===== src/design/acl_pkg.sv =====
package acl_pkg;

    // ============================================================
    // Register byte addresses on the APB bus.
    localparam logic [7:0] ACL_ADDR_CTRL_STATUS = 8'h30;
    localparam logic [7:0] ACL_ADDR_CONV_CTRL_B = 8'h34;
    localparam logic [7:0] ACL_ADDR_DIG_IN_OFF  = 8'h38;
    localparam logic [7:0] ACL_ADDR_CONV_CTRL_A = 8'h3c;
    localparam logic [7:0] ACL_ADDR_CONV_MUX    = 8'h40;
    localparam logic [7:0] ACL_ADDR_SYS_CTRL    = 8'h44;

    // ============================================================
    // Field positions in the control and status register.
    localparam int ACL_BIT_DISABLE   = 7;
    localparam int ACL_BIT_BANDGAP   = 6;
    localparam int ACL_BIT_RESULT    = 5;
    localparam int ACL_BIT_INT_FLAG  = 4;
    localparam int ACL_BIT_INT_EN    = 3;
    localparam int ACL_BIT_CAPTURE   = 2;
    localparam int ACL_BIT_MODE_HIGH = 1;
    localparam int ACL_BIT_MODE_LOW  = 0;

    // Field positions in the other registers.
    localparam int ACL_BIT_MUX_EN    = 6;
    localparam int ACL_BIT_NEG_OFF   = 1;
    localparam int ACL_BIT_POS_OFF   = 0;
    localparam int ACL_BIT_CONV_EN   = 7;
    localparam int ACL_BIT_GLOBAL_IE = 0;
    localparam int ACL_BIT_PWR_RED   = 1;
    localparam int ACL_CHAN_W        = 3;

    // Reset value of every control field.
    localparam logic [7:0] ACL_RESET_BYTE = 8'h00;

    // ============================================================
    // Interrupt mode encodings.
    localparam logic [1:0] ACL_MODE_TOGGLE  = 2'h0;
    localparam logic [1:0] ACL_MODE_RSVD    = 2'h1;
    localparam logic [1:0] ACL_MODE_FALLING = 2'h2;
    localparam logic [1:0] ACL_MODE_RISING  = 2'h3;

    // ============================================================
    // Analog side controls, grouped for the comparator macro.
    typedef struct packed {
        logic                power_down;
        logic                pos_bandgap;
        logic                neg_use_channel;
        logic [ACL_CHAN_W-1:0] channel;
    } acl_analog_ctrl_t;

    // APB request and answer.
    typedef struct packed {
        logic        psel;
        logic        penable;
        logic        pwrite;
        logic [7:0]  paddr;
        logic [31:0] pwdata;
    } acl_apb_req_t;

    typedef struct packed {
        logic        pready;
        logic        pslverr;
        logic [31:0] prdata;
    } acl_apb_rsp_t;

endpackage


===== src/design/acl_edge.sv =====
// ============================================================
// Edge detector on a synchronised level.
module acl_edge (
    // Clock and reset.
    input  wire logic       clk_sys,
    input  wire logic       rst_n,
    // Level in and mode.
    input  wire logic       level,
    input  wire logic [1:0] mode,
    // Single-cycle event out.
    output logic            event_hit
);
    import acl_pkg::*;

    typedef struct packed {
        logic prev;
        logic hit;
    } acl_edge_state_t;

    acl_edge_state_t st;
    acl_edge_state_t next_st;

    // Compare with the value one clock earlier and pick by mode.
    always_comb begin
        next_st.prev = level;
        case (mode)
            ACL_MODE_TOGGLE:  next_st.hit = level ^ st.prev;
            ACL_MODE_FALLING: next_st.hit = st.prev & ~level;
            ACL_MODE_RISING:  next_st.hit = ~st.prev & level;
            default:          next_st.hit = 1'b0; // Reserved mode raises nothing.
        endcase
    end

    // State register.
    always_ff @(posedge clk_sys or negedge rst_n) begin
        if (!rst_n) begin
            st <= '0;
        end else begin
            st <= next_st;
        end
    end

    assign event_hit = st.hit;
endmodule


===== src/design/acl_sync.sv =====
// ============================================================
// Two flip-flop synchroniser for one level.
module acl_sync (
    // Clock and reset.
    input  wire logic clk_sys,
    input  wire logic rst_n,
    // Data.
    input  wire logic din,
    output logic      dout
);
    import acl_pkg::*;

    typedef struct packed {
        logic first;
        logic second;
    } acl_sync_state_t;

    acl_sync_state_t st;
    acl_sync_state_t next_st;

    // The first stage feeds only the second stage.
    always_comb begin
        next_st.first  = din;
        next_st.second = st.first;
    end

    // State register.
    always_ff @(posedge clk_sys or negedge rst_n) begin
        if (!rst_n) begin
            st <= '0;
        end else begin
            st <= next_st;
        end
    end

    assign dout = st.second;
endmodule


===== src/design/acl_top.sv =====
// What this block does
// The result is high when the chosen positive input is above the chosen negative input.
// With mux enable set and the converter off, the channel select picks the negative input.
// The bandgap select bit puts the reference on the positive input instead of the pin.
// The disable bit switches comparator power off at any time and back on when cleared.
// The raw output is synchronised, adding one to two clocks, before it reads as result.
// The flag is set on the chosen edge type whether or not the interrupt is enabled.
// The interrupt is requested only with flag, enable and global enable all set.
// The flag clears when its vector runs or on a write of one; zero leaves it.
// Mode 00 is toggle, 01 reserved, 10 falling edge and 11 rising edge.
// The capture route bit feeds the result to the timer capture input, else nothing.
// Software clears the interrupt enable before changing the interrupt mode.
// Software clears the interrupt enable before changing the disable bit.
// A pin's input-off bit disables its digital buffer and forces its port bit to zero.
// Software keeps converter power reduction at zero while the mux serves the comparator.
// The converter enable bit shows converter power and gates mux use by the comparator.
// Edges are found by comparing the result with its value one clock earlier.
module acl_top (
    // Clock and reset.
    input  wire logic                      clk_sys,
    input  wire logic                      arst_n,
    // APB slave.
    input  wire acl_pkg::acl_apb_req_t     apb_req,
    output acl_pkg::acl_apb_rsp_t          apb_rsp,
    // Analog comparator macro.
    input  wire logic                      comparator_raw,
    output acl_pkg::acl_analog_ctrl_t      analog_ctrl,
    // Pins and port input bits.
    input  wire logic                      positive_pin,
    input  wire logic                      negative_pin,
    output logic                           positive_pin_port_bit,
    output logic                           negative_pin_port_bit,
    output logic                           positive_pin_input_off,
    output logic                           negative_pin_input_off,
    // Interrupt and timer.
    input  wire logic                      int_vector_ack,
    output logic                           comparator_irq,
    output logic                           capture_input,
    output logic                           converter_enable
);
    import acl_pkg::*;

    // ============================================================
    // Reset release.
    logic [1:0] rst_pipe;
    logic       rst_n;

    // Release the asynchronous reset through two flip-flops.
    always_ff @(posedge clk_sys or negedge arst_n) begin
        if (!arst_n) begin
            rst_pipe <= 2'h0;
        end else begin
            rst_pipe <= {rst_pipe[0], 1'b1};
        end
    end
    assign rst_n = rst_pipe[1];

    // ============================================================
    // Block state.
    typedef struct packed {
        logic                  comparator_disable;
        logic                  bandgap_select;
        logic                  comparator_int_flag;
        logic                  comparator_int_enable;
        logic                  capture_route_enable;
        logic [1:0]            int_mode;
        logic                  neg_input_mux_enable;
        logic                  positive_pin_input_off;
        logic                  negative_pin_input_off;
        logic                  converter_enable;
        logic [ACL_CHAN_W-1:0] channel_select;
        logic                  global_int_enable;
        logic                  converter_power_reduce;
        logic [31:0]           rdata;
        logic                  pos_port;
        logic                  neg_port;
    } acl_state_t;

    acl_state_t st;
    acl_state_t next_st;

    logic comparator_result;
    logic edge_event;
    logic pos_pin_sync;
    logic neg_pin_sync;
    logic wr_strobe;
    logic rd_strobe;

    // ============================================================
    // Synchronisers and edge detection.
    acl_sync u_sync_result (
        .clk_sys (clk_sys),
        .rst_n   (rst_n),
        .din     (comparator_raw),
        .dout    (comparator_result)
    );

    acl_sync u_sync_pos (
        .clk_sys (clk_sys),
        .rst_n   (rst_n),
        .din     (positive_pin),
        .dout    (pos_pin_sync)
    );

    acl_sync u_sync_neg (
        .clk_sys (clk_sys),
        .rst_n   (rst_n),
        .din     (negative_pin),
        .dout    (neg_pin_sync)
    );

    acl_edge u_edge (
        .clk_sys   (clk_sys),
        .rst_n     (rst_n),
        .level     (comparator_result),
        .mode      (st.int_mode),
        .event_hit (edge_event)
    );

    // ============================================================
    // Bus strobes: every access completes in its first access cycle.
    assign wr_strobe = apb_req.psel & apb_req.penable & apb_req.pwrite;
    assign rd_strobe = apb_req.psel & ~apb_req.penable & ~apb_req.pwrite;

    // Byte of the control and status register as software reads it.
    function automatic logic [7:0] acl_status_byte(input acl_state_t s, input logic res);
        logic [7:0] b;
        b                    = ACL_RESET_BYTE;
        b[ACL_BIT_DISABLE]   = s.comparator_disable;
        b[ACL_BIT_BANDGAP]   = s.bandgap_select;
        b[ACL_BIT_RESULT]    = res;
        b[ACL_BIT_INT_FLAG]  = s.comparator_int_flag;
        b[ACL_BIT_INT_EN]    = s.comparator_int_enable;
        b[ACL_BIT_CAPTURE]   = s.capture_route_enable;
        b[ACL_BIT_MODE_HIGH] = s.int_mode[1];
        b[ACL_BIT_MODE_LOW]  = s.int_mode[0];
        return b;
    endfunction

    // Register writes, flag handling, read data capture and port bits.
    always_comb begin
        logic [7:0] wb;
        logic [7:0] rb;
        logic       clr;
        wb      = apb_req.pwdata[7:0];
        rb      = ACL_RESET_BYTE;
        clr     = 1'b0;
        next_st = st;

        // Writes take effect at the access edge.
        if (wr_strobe) begin
            case (apb_req.paddr)
                ACL_ADDR_CTRL_STATUS: begin
                    next_st.comparator_disable    = wb[ACL_BIT_DISABLE];
                    next_st.bandgap_select        = wb[ACL_BIT_BANDGAP];
                    next_st.comparator_int_enable = wb[ACL_BIT_INT_EN];
                    next_st.capture_route_enable  = wb[ACL_BIT_CAPTURE];
                    next_st.int_mode = {wb[ACL_BIT_MODE_HIGH], wb[ACL_BIT_MODE_LOW]};
                    clr = wb[ACL_BIT_INT_FLAG];
                end
                ACL_ADDR_CONV_CTRL_B: next_st.neg_input_mux_enable = wb[ACL_BIT_MUX_EN];
                ACL_ADDR_DIG_IN_OFF: begin
                    next_st.positive_pin_input_off = wb[ACL_BIT_POS_OFF];
                    next_st.negative_pin_input_off = wb[ACL_BIT_NEG_OFF];
                end
                ACL_ADDR_CONV_CTRL_A: next_st.converter_enable = wb[ACL_BIT_CONV_EN];
                ACL_ADDR_CONV_MUX:    next_st.channel_select = wb[ACL_CHAN_W-1:0];
                ACL_ADDR_SYS_CTRL: begin
                    next_st.global_int_enable      = wb[ACL_BIT_GLOBAL_IE];
                    next_st.converter_power_reduce = wb[ACL_BIT_PWR_RED];
                end
                default: ;
            endcase
        end

        // Vector execution also clears; a new edge in the same cycle wins.
        if (int_vector_ack) begin
            clr = 1'b1;
        end
        if (edge_event) begin
            next_st.comparator_int_flag = 1'b1;
        end else if (clr) begin
            next_st.comparator_int_flag = 1'b0;
        end

        // Read data is captured in the setup cycle and presented in access.
        case (apb_req.paddr)
            ACL_ADDR_CTRL_STATUS: rb = acl_status_byte(st, comparator_result);
            ACL_ADDR_CONV_CTRL_B: rb[ACL_BIT_MUX_EN] = st.neg_input_mux_enable;
            ACL_ADDR_DIG_IN_OFF: begin
                rb[ACL_BIT_POS_OFF] = st.positive_pin_input_off;
                rb[ACL_BIT_NEG_OFF] = st.negative_pin_input_off;
            end
            ACL_ADDR_CONV_CTRL_A: rb[ACL_BIT_CONV_EN] = st.converter_enable;
            ACL_ADDR_CONV_MUX:    rb[ACL_CHAN_W-1:0] = st.channel_select;
            ACL_ADDR_SYS_CTRL: begin
                rb[ACL_BIT_GLOBAL_IE] = st.global_int_enable;
                rb[ACL_BIT_PWR_RED]   = st.converter_power_reduce;
            end
            default: rb = ACL_RESET_BYTE;
        endcase
        if (rd_strobe) begin
            next_st.rdata = {24'h000000, rb};
        end

        // Port input bits read zero while the buffer is disabled.
        next_st.pos_port = pos_pin_sync & ~st.positive_pin_input_off;
        next_st.neg_port = neg_pin_sync & ~st.negative_pin_input_off;
    end

    // State register.
    always_ff @(posedge clk_sys or negedge rst_n) begin
        if (!rst_n) begin
            st <= '0;
        end else begin
            st <= next_st;
        end
    end

    // ============================================================
    // Outputs.

    // Bus answer: zero wait states; unmapped addresses read zero, no error.
    assign apb_rsp.pready  = 1'b1;
    assign apb_rsp.pslverr = 1'b0;
    assign apb_rsp.prdata  = st.rdata;

    // Analog controls: the macro drives comparator_raw high when plus exceeds minus.
    assign analog_ctrl.power_down      = st.comparator_disable;
    assign analog_ctrl.pos_bandgap     = st.bandgap_select;
    assign analog_ctrl.neg_use_channel = st.neg_input_mux_enable
                                         & ~st.converter_enable;
    assign analog_ctrl.channel         = st.channel_select;

    // Interrupt request and capture route.
    assign comparator_irq = st.comparator_int_flag & st.comparator_int_enable
                            & st.global_int_enable;
    assign capture_input  = st.capture_route_enable & comparator_result;

    assign positive_pin_input_off = st.positive_pin_input_off;
    assign negative_pin_input_off = st.negative_pin_input_off;
    assign positive_pin_port_bit  = st.pos_port;
    assign negative_pin_port_bit  = st.neg_port;
    assign converter_enable       = st.converter_enable;
endmodule


===== config.mk =====
export PLATFORM = sky130hd
export DESIGN_NAME = acl_top
export DESIGN_NICKNAME = d
export VERILOG_FILES = /design/src/design/acl_pkg.sv /design/src/design/acl_edge.sv /design/src/design/acl_sync.sv /design/src/design/acl_top.sv
export SDC_FILE = /design/constraint.sdc
export NUM_CORES = 1
export LEC_CHECK = 0
export BUFFER_PORTS_ARGS = -buffer_cell sky130_fd_sc_hd__buf_2
export CAP_MARGIN = 10
export CORE_MARGIN = 4
export CORE_UTILIZATION = 48
export CTS_CLUSTER_DIAMETER = 80
export DETAILED_ROUTE_END_ITERATION = 16
export GPL_ROUTABILITY_DRIVEN = 0
export PLACE_DENSITY = 0.84
export SLEW_MARGIN = 20
export SYNTH_ARGS = -nofsm -noshare
export SYNTH_HDL_FRONTEND = slang
export SYNTH_HIERARCHICAL = 1
export SYNTH_SLANG_ARGS = --single-unit

===== constraint.sdc =====
create_clock -name clk_sys -period 2.7 [get_ports clk_sys]
set_clock_uncertainty 0.05 [all_clocks]
set_input_delay 0 -clock clk_sys [delete_from_list [all_inputs] [get_ports clk_sys]]
set_output_delay 0 -clock clk_sys [all_outputs]
set_load 0.05 [all_outputs]

==> flow_summary.toml <==
[power_and_ir_drop]
p_int_mw = 0.826
clkPwrFrac_pct = 34.6
p_sw_mw = 0.306
power_frac_seq_pct = 49.8
p_per_area_nw_per_um2 = 529
p_comb_share_pct = 15.6
p_sw_share_pct = 27.0
p_leak_nw = 1.12
ir_drop_mv = 0.397

[global_route]
grt_pass1_wl_um = 5190
grt_pass1_vias = 1150
grt-ovfl-total = 0
grtUsageTotal_pct = 13.3
antenna_found_initial = 0
grt_max_degree = 29

[setup_path]
r2r_end = "st[47]"
critPathLaunchType = "input port"
arrival_ps = 2480
ff2ff_path_depth = 3
crit_required_ps = 2810
critPathKind = "input port to flip-flop"
crit_path_start = "apb_req[33]"
critPathMaxFanout = 9
cp-end-kind = "flip-flop"
r2r_setup_slack_ps = 1410
r2r-start = "st[47]"

[yosys]
ys_async_sr_fraction_pct = 100
ys.flop_type = "dfrtp_1"
synth.avg_cell_area_um2 = 12.0
ys_seq_area_share_pct = 49.2
synth_seq_cells = 36
syn-cell-area_um2 = 1830
synth_cells = 153
synth_cell_types = 35
yosysWarningCount = 6
synth-edff-count = 0

[floorplan]
num_io_pins = 96
die_h_um = 69.7
initial_core_util_pct = 50.0
std_cell_rows = 22
die_x_um = 69.7
core_um2 = 3660
dieArea_um2 = 4860

[finish]
drive_gt1_share_pct = 37.1
mostFrequentLayoutCells = "buf_2 (44), dfrtp_1 (36), conb_1 (27)"
num-nets-final = 253
antenna_cells = 0
final_common_cell = "buf_2"
syn2layout_area_growth_pct = 17.1

[sta]
finalCritPeriodShare_pct = 88.0
setup_ws_ps = 324
hold_violations = 0
slew-limit-headroom_pct = 60.6
holdWs_ps = 48.0
fin_crit_ps = 2380
timing.final.max_slew_violations = 0
rsz0062_at_grt = "no"
max_freq_mhz = 421
setup_violations = 0
setup-tns-final_ps = 0
tightest_slew_ps = 585

[clock_tree]
cts_tree = "built"
clk_path_buf_depth = 2
worstSkewPairLatency_ps = 270
ctsHoldBuffers = 15
cts_setup_buffers = 0
cts_root_buf = "clkbuf_8"
clk_pin_slew_ps = 60
cts_buffers = 5
post_cts_resized = 0
clkSinkCount = 36
cts_max_level = 2

[placement]
portBuffers = 44
pre_cts_slack_ps = 911
hpwl_um = 2480

[route]
drtPass1Iterations = 6
vias_per_cell = 4.64
drtIter0Drc = 46
wl_um = 3260
vias = 1161
wl_per_cell_um = 13.1
drc = 0
drtAntennaViolNets = 0

[min_path]
min_path_type = "flip-flop to asynchronous set/reset pin"

[run]
max_cap_viol_count = 0

[run_status]
outcome = "finished, final reports clean"
==> flip-flops by register name, summed over array words and instances (netlist names), 2 cells and up <==
signal	count
apb_rsp	8
st	8
analog_ctrl	5
rst_pipe	2
==> critical path, stage by stage <==
cell,delay (ps)
dlygate4sd3_1,530
buf_2,130
or3_1,530
nor4_4,580
a31oi_1,150
dlygate4sd3_1,570
==> power by group through the flow <==
stage	registers [mW]	logic [mW]	clock network, mW
final	0.564	0.177	0.392
after floorplan	0.585	0.144	0
after global placement	0.573	0.156	0
after CTS	0.564	0.177	0.412
after detailed placement	0.574	0.159	0
after global routing	0.565	0.189	0.427
==> worst max-delay path by stage <==
stage	end	slack (ps)
3_5_place_dp	st[43]	910
5_1_grt	st[47]	270
2_1_floorplan	analog_ctrl[4]	1230
4_1_cts	st[47]	310
3_3_place_gp	analog_ctrl[4]	920
6_report	st[47]	320
==> per-layer routing <==
layer	vias up	wire length (µm)	track usage, %
met5	-	0	0
met4	0	57	5.74
li1	565	-	-
met1	557	1360	16.0
met3	6	171	3.91
met2	33	1670	22.2
==> synthesized netlist by cell type (3+ instances only) <==
cell	instances	area share, %
buf_4	39	16
dfrtp_1	36	49
mux2_2	15	9.2
nor4_1	6	2.1
inv_1	5	1.0
mux2i_1	5	2.7
nand2_1	4	0.82
nor2b_1	4	1.4
a22o_1	3	1.4
or4_1	3	1.2
==> cell families (layout without fill, tap and decap cells) <==
| logic type | after synthesis | after routing | synth area share, % |
|---|---|---|---|
| flip-flops | 36 | 36 | 49.2 |
| AO/OA/AOI/OAI | 12 | 12 | 5.33 |
| other | 2 | 27 | 0.411 |
| buffers and inverters | 48 | 72 | 18.3 |
| AND/OR/NAND/NOR | 33 | 33 | 13.4 |
| adder cells (fa/ha/maj) | 2 | 2 | 1.37 |
| multiplexers | 20 | 20 | 12.0 |
==> layout make-up <==
class                           count  area (µm²)
Inverter                            5        18.8
Sequential cell                    36         901
Tap cell                           48        60.1
Fill cell                         335        1520
Multi-Input combinational cell     94         688
Clock buffer                        7        96.3
Timing Repair Buffer               60         378
==> through the flow <==
step / power, mW / instances / utilization, % / instance area [µm²]
final: 1.13 / 250 / 58.5 / 2140
after detailed placement: 0.733 / 228 / 51.8 / 1900
after global placement: 0.730 / 228 / 51.8 / 1900
after CTS: 1.15 / 250 / 58.5 / 2140
after global routing: 1.18 / 250 / 58.5 / 2140
after floorplan: 0.730 / 178 / - / 1920
Power figures use the tool's default switching activity.
